### config.mk
export PLATFORM = sky130hd
export DESIGN_NAME = alpha_field_decoder
export DESIGN_NICKNAME = d
export VERILOG_FILES = /design/src/alpha_decode_pkg.sv /design/src/alpha_field_decoder.sv /design/src/octet_expand.sv
export SDC_FILE = /design/constraint.sdc
export NUM_CORES = 1
export LEC_CHECK = 0
export BUFFER_PORTS_ARGS = -buffer_cell sky130_fd_sc_hd__buf_2
export CELL_PAD_IN_SITES_DETAIL_PLACEMENT = 0
export CELL_PAD_IN_SITES_GLOBAL_PLACEMENT = 1
export CORE_MARGIN = 4
export CORE_UTILIZATION = 35
export CTS_CLUSTER_SIZE = 25
export DETAILED_ROUTE_END_ITERATION = 8
export PLACE_DENSITY_LB_ADDON = 0.1
export SLEW_MARGIN = 20
export SYNTH_ARGS = -nofsm -noshare
export SYNTH_HDL_FRONTEND = slang
export SYNTH_SLANG_ARGS = --single-unit
export TNS_END_PERCENT = 30
### constraint.sdc
create_clock -name CORE_CLK -period 5.39 [get_ports CORE_CLK]
set_input_delay 1.078 -clock CORE_CLK [delete_from_list [all_inputs] [get_ports CORE_CLK]]
set_output_delay 1.078 -clock CORE_CLK [all_outputs]
set_load 0.02 [all_outputs]
### src/alpha_decode_pkg.sv
// Purpose: Shared constants for the alpha-field character decoder.
// Assumes: One clock, synchronous active-high reset.
// Notes: Octets arrive as a stream; a field end flag marks the last octet of each field.
// Behaviour
// - Leading 0x80 means octet pairs are characters.
// - First octet of pair is upper byte.
// - Unused 0x80 octets hold 0xFF.
// - Even-length 0x80 field ends with 0xFF filler.
// - 0x81: count, then base bits 14 to 7.
// - 0x81 base has bit 15 and bits 6:0 clear.
// - 0x81 body: bit 7 selects alphabet or offset.
// - 0x82: count, then full 16-bit base pointer.
// - 0x82 body: bit 7 selects alphabet or offset.
// - 0xFF inside count decodes as base plus 0x7F.
// - One coding per record, never mixed.
// - Pure alphabet records carry no scheme header.
// - All three schemes supported for small sets.
package alpha_decode_pkg;

	// Leading octet values that select a coding scheme.
	localparam logic [7:0] SCHEME_PAIRS = 8'h80;
	localparam logic [7:0] SCHEME_HALF_PAGE = 8'h81;
	localparam logic [7:0] SCHEME_FULL_BASE = 8'h82;

	// Filler octet and the end marker pair of the pair scheme.
	localparam logic [7:0] FILL_OCTET = 8'hff;
	localparam logic [15:0] END_PAIR = 16'hffff;

	// Bit position that marks an offset octet, and the offset width.
	localparam int OFFSET_FLAG_BIT = 7;
	localparam int OFFSET_WIDTH = 7;

	// Shift that places the half-page octet at bits 14 to 7.
	localparam int HALF_PAGE_SHIFT = 7;

	// Decoder states.
	typedef enum logic [2:0] {
		ST_HEAD = 3'b000,
		ST_COUNT = 3'b001,
		ST_BASE_HI = 3'b010,
		ST_BASE_LO = 3'b011,
		ST_BODY = 3'b100,
		ST_PAIR_HI = 3'b101,
		ST_PAIR_LO = 3'b110,
		ST_DONE = 3'b111
	} state_type;

	// Scheme that the current record uses.
	typedef enum logic [1:0] {
		MODE_PLAIN = 2'b00,
		MODE_PAIRS = 2'b01,
		MODE_HALF = 2'b10,
		MODE_FULL = 2'b11
	} mode_type;

endpackage

### src/alpha_field_decoder.sv
// Purpose: Decodes a stored alpha-field octet string into characters.
// Assumes: Octets arrive one per valid cycle; FIELD_LAST marks the last octet.
// Notes: Characters leave as a registered stream with a wide/narrow flag.
`timescale 1ns/1ps

module alpha_field_decoder
	import alpha_decode_pkg::*;
(
	input wire logic CORE_CLK,
	input wire logic RESET,
	input wire logic OCTET_VALID,
	input wire logic [7:0] OCTET_DATA,
	input wire logic FIELD_LAST,
	output logic CHAR_VALID,
	output logic CHAR_WIDE,
	output logic [15:0] CHAR_CODE,
	output logic STRING_DONE
);

	// Decoder state and its next value.
	state_type state_reg;
	state_type state_next;
	// Scheme chosen by the leading octet of the record.
	mode_type mode_reg;
	// Characters still owed in a counted scheme.
	logic [7:0] count_reg;
	// Base pointer of the counted schemes.
	logic [15:0] base_reg;
	// Upper byte held while the pair scheme waits for its lower byte.
	logic [7:0] upper_char_byte_reg;
	// Registered outputs of the pair and plain paths.
	logic direct_valid_reg;
	logic direct_wide_reg;
	logic [15:0] direct_code_reg;
	logic done_reg;
	// Body octet strobe for the counted expander.
	logic body_take;
	// Expander outputs.
	logic exp_valid;
	logic exp_wide;
	logic [15:0] exp_code;
	// Pair assembled from the held upper byte and the current octet.
	logic [15:0] pair_word;

	assign body_take = OCTET_VALID && (state_reg == ST_BODY) && (count_reg != 8'h00);
	assign pair_word = {upper_char_byte_reg, OCTET_DATA};

	////////////////////////////////////////////////////////////////////////////
	// Next state: the leading octet picks the scheme, then headers are walked.
	always_comb begin
		state_next = state_reg;
		if (OCTET_VALID) begin
			case (state_reg)
				ST_HEAD: begin
					if (OCTET_DATA == SCHEME_PAIRS) begin
						state_next = ST_PAIR_HI;
					end else if (OCTET_DATA == SCHEME_HALF_PAGE || OCTET_DATA == SCHEME_FULL_BASE) begin
						state_next = ST_COUNT;
					end else begin
						state_next = ST_BODY;
					end
				end
				ST_COUNT: begin
					state_next = ST_BASE_HI;
				end
				ST_BASE_HI: begin
					state_next = (mode_reg == MODE_FULL) ? ST_BASE_LO : ST_BODY;
				end
				ST_BASE_LO: begin
					state_next = ST_BODY;
				end
				ST_BODY: begin
					if (mode_reg != MODE_PLAIN && (count_reg == 8'h01 || count_reg == 8'h00)) begin
						state_next = ST_DONE;
					end
				end
				ST_PAIR_HI: begin
					state_next = ST_PAIR_LO;
				end
				ST_PAIR_LO: begin
					state_next = (pair_word == END_PAIR) ? ST_DONE : ST_PAIR_HI;
				end
				default: begin
					state_next = ST_DONE;
				end
			endcase
			if (FIELD_LAST) begin
				state_next = ST_HEAD;
			end
		end
	end

	////////////////////////////////////////////////////////////////////////////
	// State register; one record uses one scheme until its field ends.
	always_ff @(posedge CORE_CLK) begin
		if (RESET) begin
			state_reg <= ST_HEAD;
		end else begin
			state_reg <= state_next;
		end
	end

	////////////////////////////////////////////////////////////////////////////
	// Scheme latch taken from the leading octet.
	always_ff @(posedge CORE_CLK) begin
		if (RESET) begin
			mode_reg <= MODE_PLAIN;
		end else if (OCTET_VALID && state_reg == ST_HEAD) begin
			if (OCTET_DATA == SCHEME_PAIRS) begin
				mode_reg <= MODE_PAIRS;
			end else if (OCTET_DATA == SCHEME_HALF_PAGE) begin
				mode_reg <= MODE_HALF;
			end else if (OCTET_DATA == SCHEME_FULL_BASE) begin
				mode_reg <= MODE_FULL;
			end else begin
				mode_reg <= MODE_PLAIN;
			end
		end
	end

	////////////////////////////////////////////////////////////////////////////
	// Character count: loaded from the second octet, counted down per body octet.
	always_ff @(posedge CORE_CLK) begin
		if (RESET) begin
			count_reg <= 8'h00;
		end else if (OCTET_VALID && state_reg == ST_COUNT) begin
			count_reg <= OCTET_DATA;
		end else if (body_take && mode_reg != MODE_PLAIN) begin
			count_reg <= count_reg - 8'h01;
		end
	end

	////////////////////////////////////////////////////////////////////////////
	// Base pointer: half-page octet placed at bits 14 to 7, or full 16 bits.
	always_ff @(posedge CORE_CLK) begin
		if (RESET) begin
			base_reg <= 16'h0000;
		end else if (OCTET_VALID && state_reg == ST_BASE_HI) begin
			if (mode_reg == MODE_HALF) begin
				base_reg <= 16'({OCTET_DATA, 7'h00});
			end else begin
				base_reg <= {OCTET_DATA, 8'h00};
			end
		end else if (OCTET_VALID && state_reg == ST_BASE_LO) begin
			base_reg <= {base_reg[15:8], OCTET_DATA};
		end
	end

	////////////////////////////////////////////////////////////////////////////
	// Upper byte of a pair is held until its lower byte arrives.
	always_ff @(posedge CORE_CLK) begin
		if (RESET) begin
			upper_char_byte_reg <= 8'h00;
		end else if (OCTET_VALID && state_reg == ST_PAIR_HI) begin
			upper_char_byte_reg <= OCTET_DATA;
		end
	end

	////////////////////////////////////////////////////////////////////////////
	// Direct path: completed pairs and plain pass-through octets.
	always_ff @(posedge CORE_CLK) begin
		if (RESET) begin
			direct_valid_reg <= 1'b0;
			direct_wide_reg <= 1'b0;
			direct_code_reg <= 16'h0000;
		end else begin
			direct_valid_reg <= 1'b0;
			if (OCTET_VALID && state_reg == ST_PAIR_LO && pair_word != END_PAIR) begin
				direct_valid_reg <= 1'b1;
				direct_wide_reg <= 1'b1;
				direct_code_reg <= pair_word;
			end else if (OCTET_VALID && state_reg == ST_BODY && mode_reg == MODE_PLAIN) begin
				direct_valid_reg <= 1'b1;
				direct_wide_reg <= 1'b0;
				direct_code_reg <= {8'h00, OCTET_DATA};
			end else if (OCTET_VALID && state_reg == ST_HEAD && OCTET_DATA != SCHEME_PAIRS &&
				OCTET_DATA != SCHEME_HALF_PAGE && OCTET_DATA != SCHEME_FULL_BASE) begin
				// A plain leading octet is emitted even when it is the whole field.
				direct_valid_reg <= 1'b1;
				direct_wide_reg <= 1'b0;
				direct_code_reg <= {8'h00, OCTET_DATA};
			end
		end
	end

	////////////////////////////////////////////////////////////////////////////
	// End-of-string pulse, one cycle after the octet that ends the string.
	always_ff @(posedge CORE_CLK) begin
		if (RESET) begin
			done_reg <= 1'b0;
		end else begin
			done_reg <= OCTET_VALID && state_reg != ST_DONE &&
				(FIELD_LAST || state_next == ST_DONE);
		end
	end

	// Expander for the counted schemes.
	octet_expand expand_inst (
		.clk(CORE_CLK),
		.reset(RESET),
		.octet_valid(body_take && mode_reg != MODE_PLAIN),
		.octet(OCTET_DATA),
		.base_pointer(base_reg),
		.char_valid_reg(exp_valid),
		.char_wide_reg(exp_wide),
		.char_code_reg(exp_code)
	);

	// The two paths never fire together, so a plain select merges them.
	assign CHAR_VALID = direct_valid_reg | exp_valid;
	assign CHAR_WIDE = exp_valid ? exp_wide : direct_wide_reg;
	assign CHAR_CODE = exp_valid ? exp_code : direct_code_reg;
	assign STRING_DONE = done_reg;
endmodule

### src/octet_expand.sv
// Purpose: Turns one body octet of a counted string into a character.
// Assumes: Base pointer is stable while the octet is presented.
// Notes: Output is registered; one cycle from octet to character.
`timescale 1ns/1ps

module octet_expand
	import alpha_decode_pkg::*;
(
	input wire logic clk,
	input wire logic reset,
	input wire logic octet_valid,
	input wire logic [7:0] octet,
	input wire logic [15:0] base_pointer,
	output logic char_valid_reg,
	output logic char_wide_reg,
	output logic [15:0] char_code_reg
);

	// Offset bits taken from the octet, widened to the code width.
	logic [15:0] offset;

	assign offset = {{(16 - OFFSET_WIDTH){1'b0}}, octet[OFFSET_WIDTH-1:0]};

	////////////////////////////////////////////////////////////////////////////
	// Bit 7 clear gives an alphabet character; set gives base plus offset.
	// An 0xff octet falls in the second branch and yields base plus 0x7f.
	always_ff @(posedge clk) begin
		if (reset) begin
			char_valid_reg <= 1'b0;
			char_wide_reg <= 1'b0;
			char_code_reg <= 16'h0000;
		end else begin
			char_valid_reg <= octet_valid;
			if (octet_valid) begin
				if (octet[OFFSET_FLAG_BIT]) begin
					char_wide_reg <= 1'b1;
					char_code_reg <= base_pointer + offset;
				end else begin
					char_wide_reg <= 1'b0;
					char_code_reg <= offset;
				end
			end
		end
	end

endmodule

==> results of run 1 <==
worst max path at each step:
stage	startpoint	end	slack, ns	cells past startpoint
floorplan	OCTET_DATA[1]	expand_inst.char_code_reg[12]	2.57	9
global placement	OCTET_DATA[5]	direct_code_reg[7]	2.10	7
detailed placement	OCTET_DATA[5]	direct_code_reg[7]	2.00	7
CTS	OCTET_DATA[5]	direct_code_reg[7]	2.36	7
global route	OCTET_DATA[5]	direct_code_reg[6]	2.22	7
finish	OCTET_DATA[5]	direct_code_reg[7]	2.33	7
through the flow:
stage | instances | cell area [sq um] | hold WS (ns) | power (uW) | worst slack, ns
4_1_cts | 600 | 4113 | 0.4567 | 1072 | 2.362
3_5_place_dp | 584 | 3934 | 0.4373 | 668.9 | 1.998
5_1_grt | 600 | 4113 | 0.4750 | 1110 | 2.224
3_3_place_gp | 584 | 3934 | 0.4366 | 668.1 | 2.100
2_1_floorplan | 446 | 3715 | 0.4196 | 640.6 | 2.572
6_report | 600 | 4113 | 0.4526 | 1056 | 2.329
layout make-up:
class | instances | area (sq um) | area share
Sequential cell | 74 | 1481 | 0.3602
Tap cell | 136 | 170.2 | 0.04138
Multi-Input combinational cell | 334 | 2083 | 0.5065
Clock inverter | 6 | 41.29 | 0.01004
Clock buffer | 10 | 137.6 | 0.03347
Timing Repair Buffer | 33 | 172.7 | 0.04198
Inverter | 7 | 26.28 | 0.006389
routing by layer:
metal | GRT usage | up-vias
met1 | 0.2344 | 1483
li1 | - | 1612
met5 | 0 | -
met2 | 0.2601 | 54
met3 | 0.03111 | 6
met4 | 0.05353 | 0
placed cells by master, fill, tap and decap left out, drive strengths merged, types with 4 or more instances in the layout:
cell	n
dfxtp	74
nor2	55
mux2	17
ha	10
o21ai	19
nor3	9
clkbuf	10
a21oi	35
mux2i	17
nand3	23
or3	4
xor2	10
a211oi	15
nor2b	5
buf	33
nand2	54
nand4	7
o211ai	5
o21a	5
a22oi	8
inv	8
Yosys cell counts, types with 2 or more instances:
library cell / instances
o21a_1: 5
buf_2: 5
o21ai_0: 18
nand3b_1: 3
inv_1: 7
a21oi_1: 34
mux2i_1: 17
a211oi_1: 15
nor3_1: 9
buf_1: 2
or3_1: 4
ha_1: 10
nand4b_1: 2
clkbuf_1: 23
nand4_1: 7
nor2b_1: 5
dfxtp_1: 74
xnor2_1: 3
nor4_1: 3
a22oi_1: 8
o211ai_1: 5
mux2_2: 17
xor2_1: 10
or2_2: 2
nand2_1: 54
nand3_1: 23
a31oi_1: 2
nor2_1: 55
kinds of logic after synthesis:
kind of cell	after synthesis
buf+inv	38
fa+ha+maj	11
flops	74
simple gates	176
xor+xnor	13
mux	34
compound gates	100
where the power goes:
part           internal [uW]  switching [uW]
Clock                    179             221
Combinational           31.7            62.3
Sequential               554            7.23
Total                    766             290
worst max-delay path, delay by kind of cell:
kind / cells / cell delay (ns)
and+or+nand+nor: 5 / 1.73
buffers and inverters: 1 / 0.17
muxes: 1 / 0.28
==> results.sh, run 1 <==
export IMPL_status="complete, no violations"
export IMPL_drc=0
export IMPL_drv_slew=0
export IMPL_overflow=0
export IMPL_syn_inst=446
export IMPL_row_count=37
export IMPL_route_antenna_remaining_nets=0
export IMPL_min_period_ns=3.061
export IMPL_hp_class="register to register"
export IMPL_antenna_found_initial=0
export IMPL_post_cts_buffers=0
export IMPL_nets=482
export IMPL_synth_adder_area_share=0.03907
export IMPL_synth_largest_area_cell="dfxtp_1"
export IMPL_grt_pass1_vias=3051
export IMPL_maxCapViolCount=0
export IMPL_cts_buffer_depth=2
export IMPL_firstDrtPassIters=4
export IMPL_synthXorXnorAreaFrac=0.03065
export IMPL_synth_top_family_by_area="simple AND/OR/NAND/NOR gates"
export IMPL_wl_per_cell_microns=16.76
export IMPL_clock_skew_ns=0.009793
export IMPL_grt_max_degree=43
export IMPL_clk_pin_slew_ns=0.08
export IMPL_cts_buffers=9
export IMPL_path_max_fanout=17
export IMPL_ys_seq_elements=74
export IMPL_syn_nets=469
export IMPL_synthSimpleGateAreaFrac=0.2223
export IMPL_timing_rr_end="direct_code_reg[7]"
export IMPL_finalSetupViolations=0
export IMPL_max_stage_delay_ns=0.75
export IMPL_critical_path_cell_chain="buf_2, nor4_1, nand3_1, nand3b_1, nor2b_2, mux2i_1, nor2_1"
export IMPL_routed_wl_mm=10.06
export IMPL_cp_slowest_cell="nor2b_2"
export IMPL_critPathLaunchType="primary input"
export IMPL_worst_r2r_setup_slack_ns=2.85
export IMPL_coreArea_sq_um=10320
export IMPL_n_fill_cell=1093
export IMPL_post_cts_resized=0
export IMPL_max_slew_worst_pin_slew_ns=0.9474
export IMPL_yosys_warnings=0
export IMPL_worstPathRequired_ns=5.60
export IMPL_cts_sinks=74
export IMPL_die_y_microns=111.0
export IMPL_tns_ns=0
export IMPL_p_per_area_nw_per_um2=256.7
export IMPL_crit_arrival_ns=3.27
export IMPL_synth_edf_count=0
export IMPL_h_tree_depth=3
export IMPL_grt_setup_unrepaired="false"
export IMPL_whs_path_depth=2
export IMPL_min_from="expand_inst.char_code_reg[7]"
export IMPL_cp_end_kind="register"
export IMPL_synthTopCellsByArea="dfxtp_1, nor2_1, nand2_1, mux2_2, a21oi_1"
export IMPL_fmax_mhz=326.7
export IMPL_synth_compound_area_share=0.1708
export IMPL_drive_gt1_frac=0.1616
export IMPL_synth_area_per_cell_sq_um=8.329
export IMPL_fp_dieArea_sq_um=12330
export IMPL_clkLatencyLatePin_ns=0.36
export IMPL_syn_area_sq_um=3715
export IMPL_ys_types=52
export IMPL_post_route_period_util=0.5678
export IMPL_synth_mux_area_frac=0.09734
export IMPL_place_gp_congestion=0.7625
export IMPL_cts_root_buffer="clkbuf_8"
export IMPL_yosys_most_used_dff="dfxtp_1"
export IMPL_holdBufCountCts=0
export IMPL_rr_worst_depth=5
export IMPL_met1Wirelength_mm=4.989
export IMPL_area_delta_synth_final_pct=10.71
export IMPL_wl_met3_microns=302
export IMPL_seq_area_frac_synth=0.3988
export IMPL_grt_pass1_wl_mm=16.63
export IMPL_dr_wl_met2_mm=4.687
export IMPL_track_usage=0.1672
export IMPL_first_iter_violations=175
export IMPL_r2r_start="state_reg[1]"
export IMPL_peakVddDrop_uv=111.0
export IMPL_yosysTopAreaCellShare=0.3988
export IMPL_io_pins=31
export IMPL_cts_tree="yes"
export IMPL_synthArstFlopShare=0
export IMPL_n_antenna_cell=0
export IMPL_top_layer_used="met4"
export IMPL_finalHoldViolCount=0
export IMPL_worstSetupPathType="primary input to register"
export IMPL_dp_hpwl_mm=7.050
export IMPL_utilization=0.3984
export IMPL_port_buffers=30
export IMPL_viasPerCell=5.258
export IMPL_die_w_microns=111.0
export IMPL_slew_headroom=0.3667
export IMPL_worstHoldEndpoint="expand_inst.char_code_reg[7]"
export IMPL_p_leak_uw=0.001503
export IMPL_vias=3155
export IMPL_start_util=0.3598
(Power assumes the default switching activity.)
==> inputs of run 2 (changes only) <==
Clock period 5.39 ns to 3.1 ns, I/O delays scaled along.
==> results.sh, run 2 (synthesis results as in run 1) <==
export IMPL_status="complete, no violations"
export IMPL_multi_input_area_sq_um=2083
export IMPL_overflow=0
export IMPL_h_tree_depth=3
export IMPL_clock_skew_ns=0.01021
export IMPL_track_usage=0.1703
export IMPL_grt_max_degree=44
export IMPL_fmax_mhz=414.9
export IMPL_n_fill_cell=1069
export IMPL_path_max_fanout=12
export IMPL_vias=3159
export IMPL_seqPwrFrac=0.506
export IMPL_dp_slack_ns=0.4916
export IMPL_cts_buffer_depth=2
export IMPL_die_w_microns=111.0
export IMPL_worst_r2r_setup_slack_ns=0.91
export IMPL_area_delta_synth_final_pct=13.94
export IMPL_slew_headroom=0.4582
export IMPL_n_antenna_cell=0
export IMPL_final_common_cell="dfxtp_1"
export IMPL_routed_wl_mm=10.14
export IMPL_crit_arrival_ns=1.79
export IMPL_row_count=37
export IMPL_fp_dieArea_sq_um=12330
export IMPL_route_antenna_remaining_nets=0
export IMPL_finalPower_uw=1934
export IMPL_post_cts_resized=0
export IMPL_maxCapViolCount=0
export IMPL_holdWs_ns=0.4568
export IMPL_coreArea_sq_um=10320
export IMPL_p_leak_uw=0.001586
export IMPL_firstDrtPassIters=4
export IMPL_mostFrequentLayoutCells="dfxtp_1, nor2_1, nand2_1"
export IMPL_grt_pass1_vias=3081
export IMPL_setup_slack_ns=0.6900
export IMPL_critPathLaunchType="register"
export IMPL_cts_root_buffer="clkbuf_8"
export IMPL_grt_setup_unrepaired="false"
export IMPL_p_sw_frac=0.2569
export IMPL_post_cts_buffers=0
export IMPL_die_y_microns=111.0
export IMPL_viasPerCell=5.170
export IMPL_post_route_period_util=0.7774
export IMPL_cts_tree="yes"
export IMPL_io_pins=31
export IMPL_p_per_area_nw_per_um2=456.9
export IMPL_min_period_ns=2.410
export IMPL_finalHoldViolCount=0
export IMPL_worstSetupPathType="register to primary output"
export IMPL_cts_sinks=74
export IMPL_pwr_share_clk=0.406
export IMPL_peakVddDrop_uv=151.0
export IMPL_max_slew_worst_pin_slew_ns=0.8127
export IMPL_cp_end_kind="primary output"
export IMPL_drv_slew=0
export IMPL_start_util=0.3598
export IMPL_tns_ns=0
export IMPL_placed_cell_area_sq_um=4029
export IMPL_hp_class="register to register"
export IMPL_wl_per_cell_microns=16.60
export IMPL_clkLatencyLatePin_ns=0.35
export IMPL_clk_pin_slew_ns=0.08
export IMPL_p_int_uw=1437
export IMPL_comb_power_share=0.088
export IMPL_dp_hpwl_mm=7.036
export IMPL_first_iter_violations=155
export IMPL_antenna_found_initial=0
export IMPL_worstPathRequired_ns=2.48
export IMPL_p_sw_uw=496.8
export IMPL_design_area_sq_um=4233
export IMPL_nets=493
export IMPL_drive_gt1_frac=0.1811
export IMPL_port_buffers=30
export IMPL_cts_buffers=9
export IMPL_holdBufCountCts=0
export IMPL_drc=0
export IMPL_grt_pass1_wl_mm=16.79
export IMPL_seqCellArea_sq_um=1481
export IMPL_finalSetupViolations=0
export IMPL_place_gp_congestion=0.7877
## run 2: path summary, 6_finish.rpt
check	from	endpoint	cells past startpoint
setup / recovery	expand_inst.char_valid_reg	CHAR_CODE[1]	3
hold / removal	expand_inst.char_wide_reg	expand_inst.char_wide_reg	2
setup reg to reg	state_reg[1]	count_reg[3]	6
hold reg to reg	expand_inst.char_wide_reg	expand_inst.char_wide_reg	2
## run 2: critical path: stages, from the launching register on
cell and delay, ns:
dfxtp_1 0.63, buf_4 0.29, mux2_2 0.37, buf_2 0.16
## run 2: power groups by stage
stage	sequential, uW	clock, uW	combinational, uW
floorplan	994	0	120
global placement	1000	0	172
detailed placement	1000	0	172
CTS	978	814	173
global route	981	858	190
finish	978	786	170
## run 2: per-stage QoR
| stage | utilization | std cells |
|---|---|---|
| 2_1_floorplan | - | 446 |
| 3_3_place_gp | 0.3903 | 595 |
| 3_5_place_dp | 0.3903 | 595 |
| 4_1_cts | 0.4100 | 611 |
| 5_1_grt | 0.4100 | 611 |
| 6_report | 0.4100 | 611 |
## run 2: routing by layer
| metal | track usage | share of wire |
|---|---|---|
| met4 | 0.07543 | 0.014 |
| met2 | 0.2561 | 0.43 |
| met3 | 0.03384 | 0.039 |
| met1 | 0.2362 | 0.51 |
| met5 | 0 | 0 |
## run 2: cell type report
cell class                      count  share of cell area
Sequential cell                    74              0.3500
Timing Repair Buffer               44             0.06326
Clock inverter                      5             0.01242
Multi-Input combinational cell    334              0.4922
Inverter                            7            0.006208
Tap cell                          136             0.04020
Clock buffer                       11             0.03577
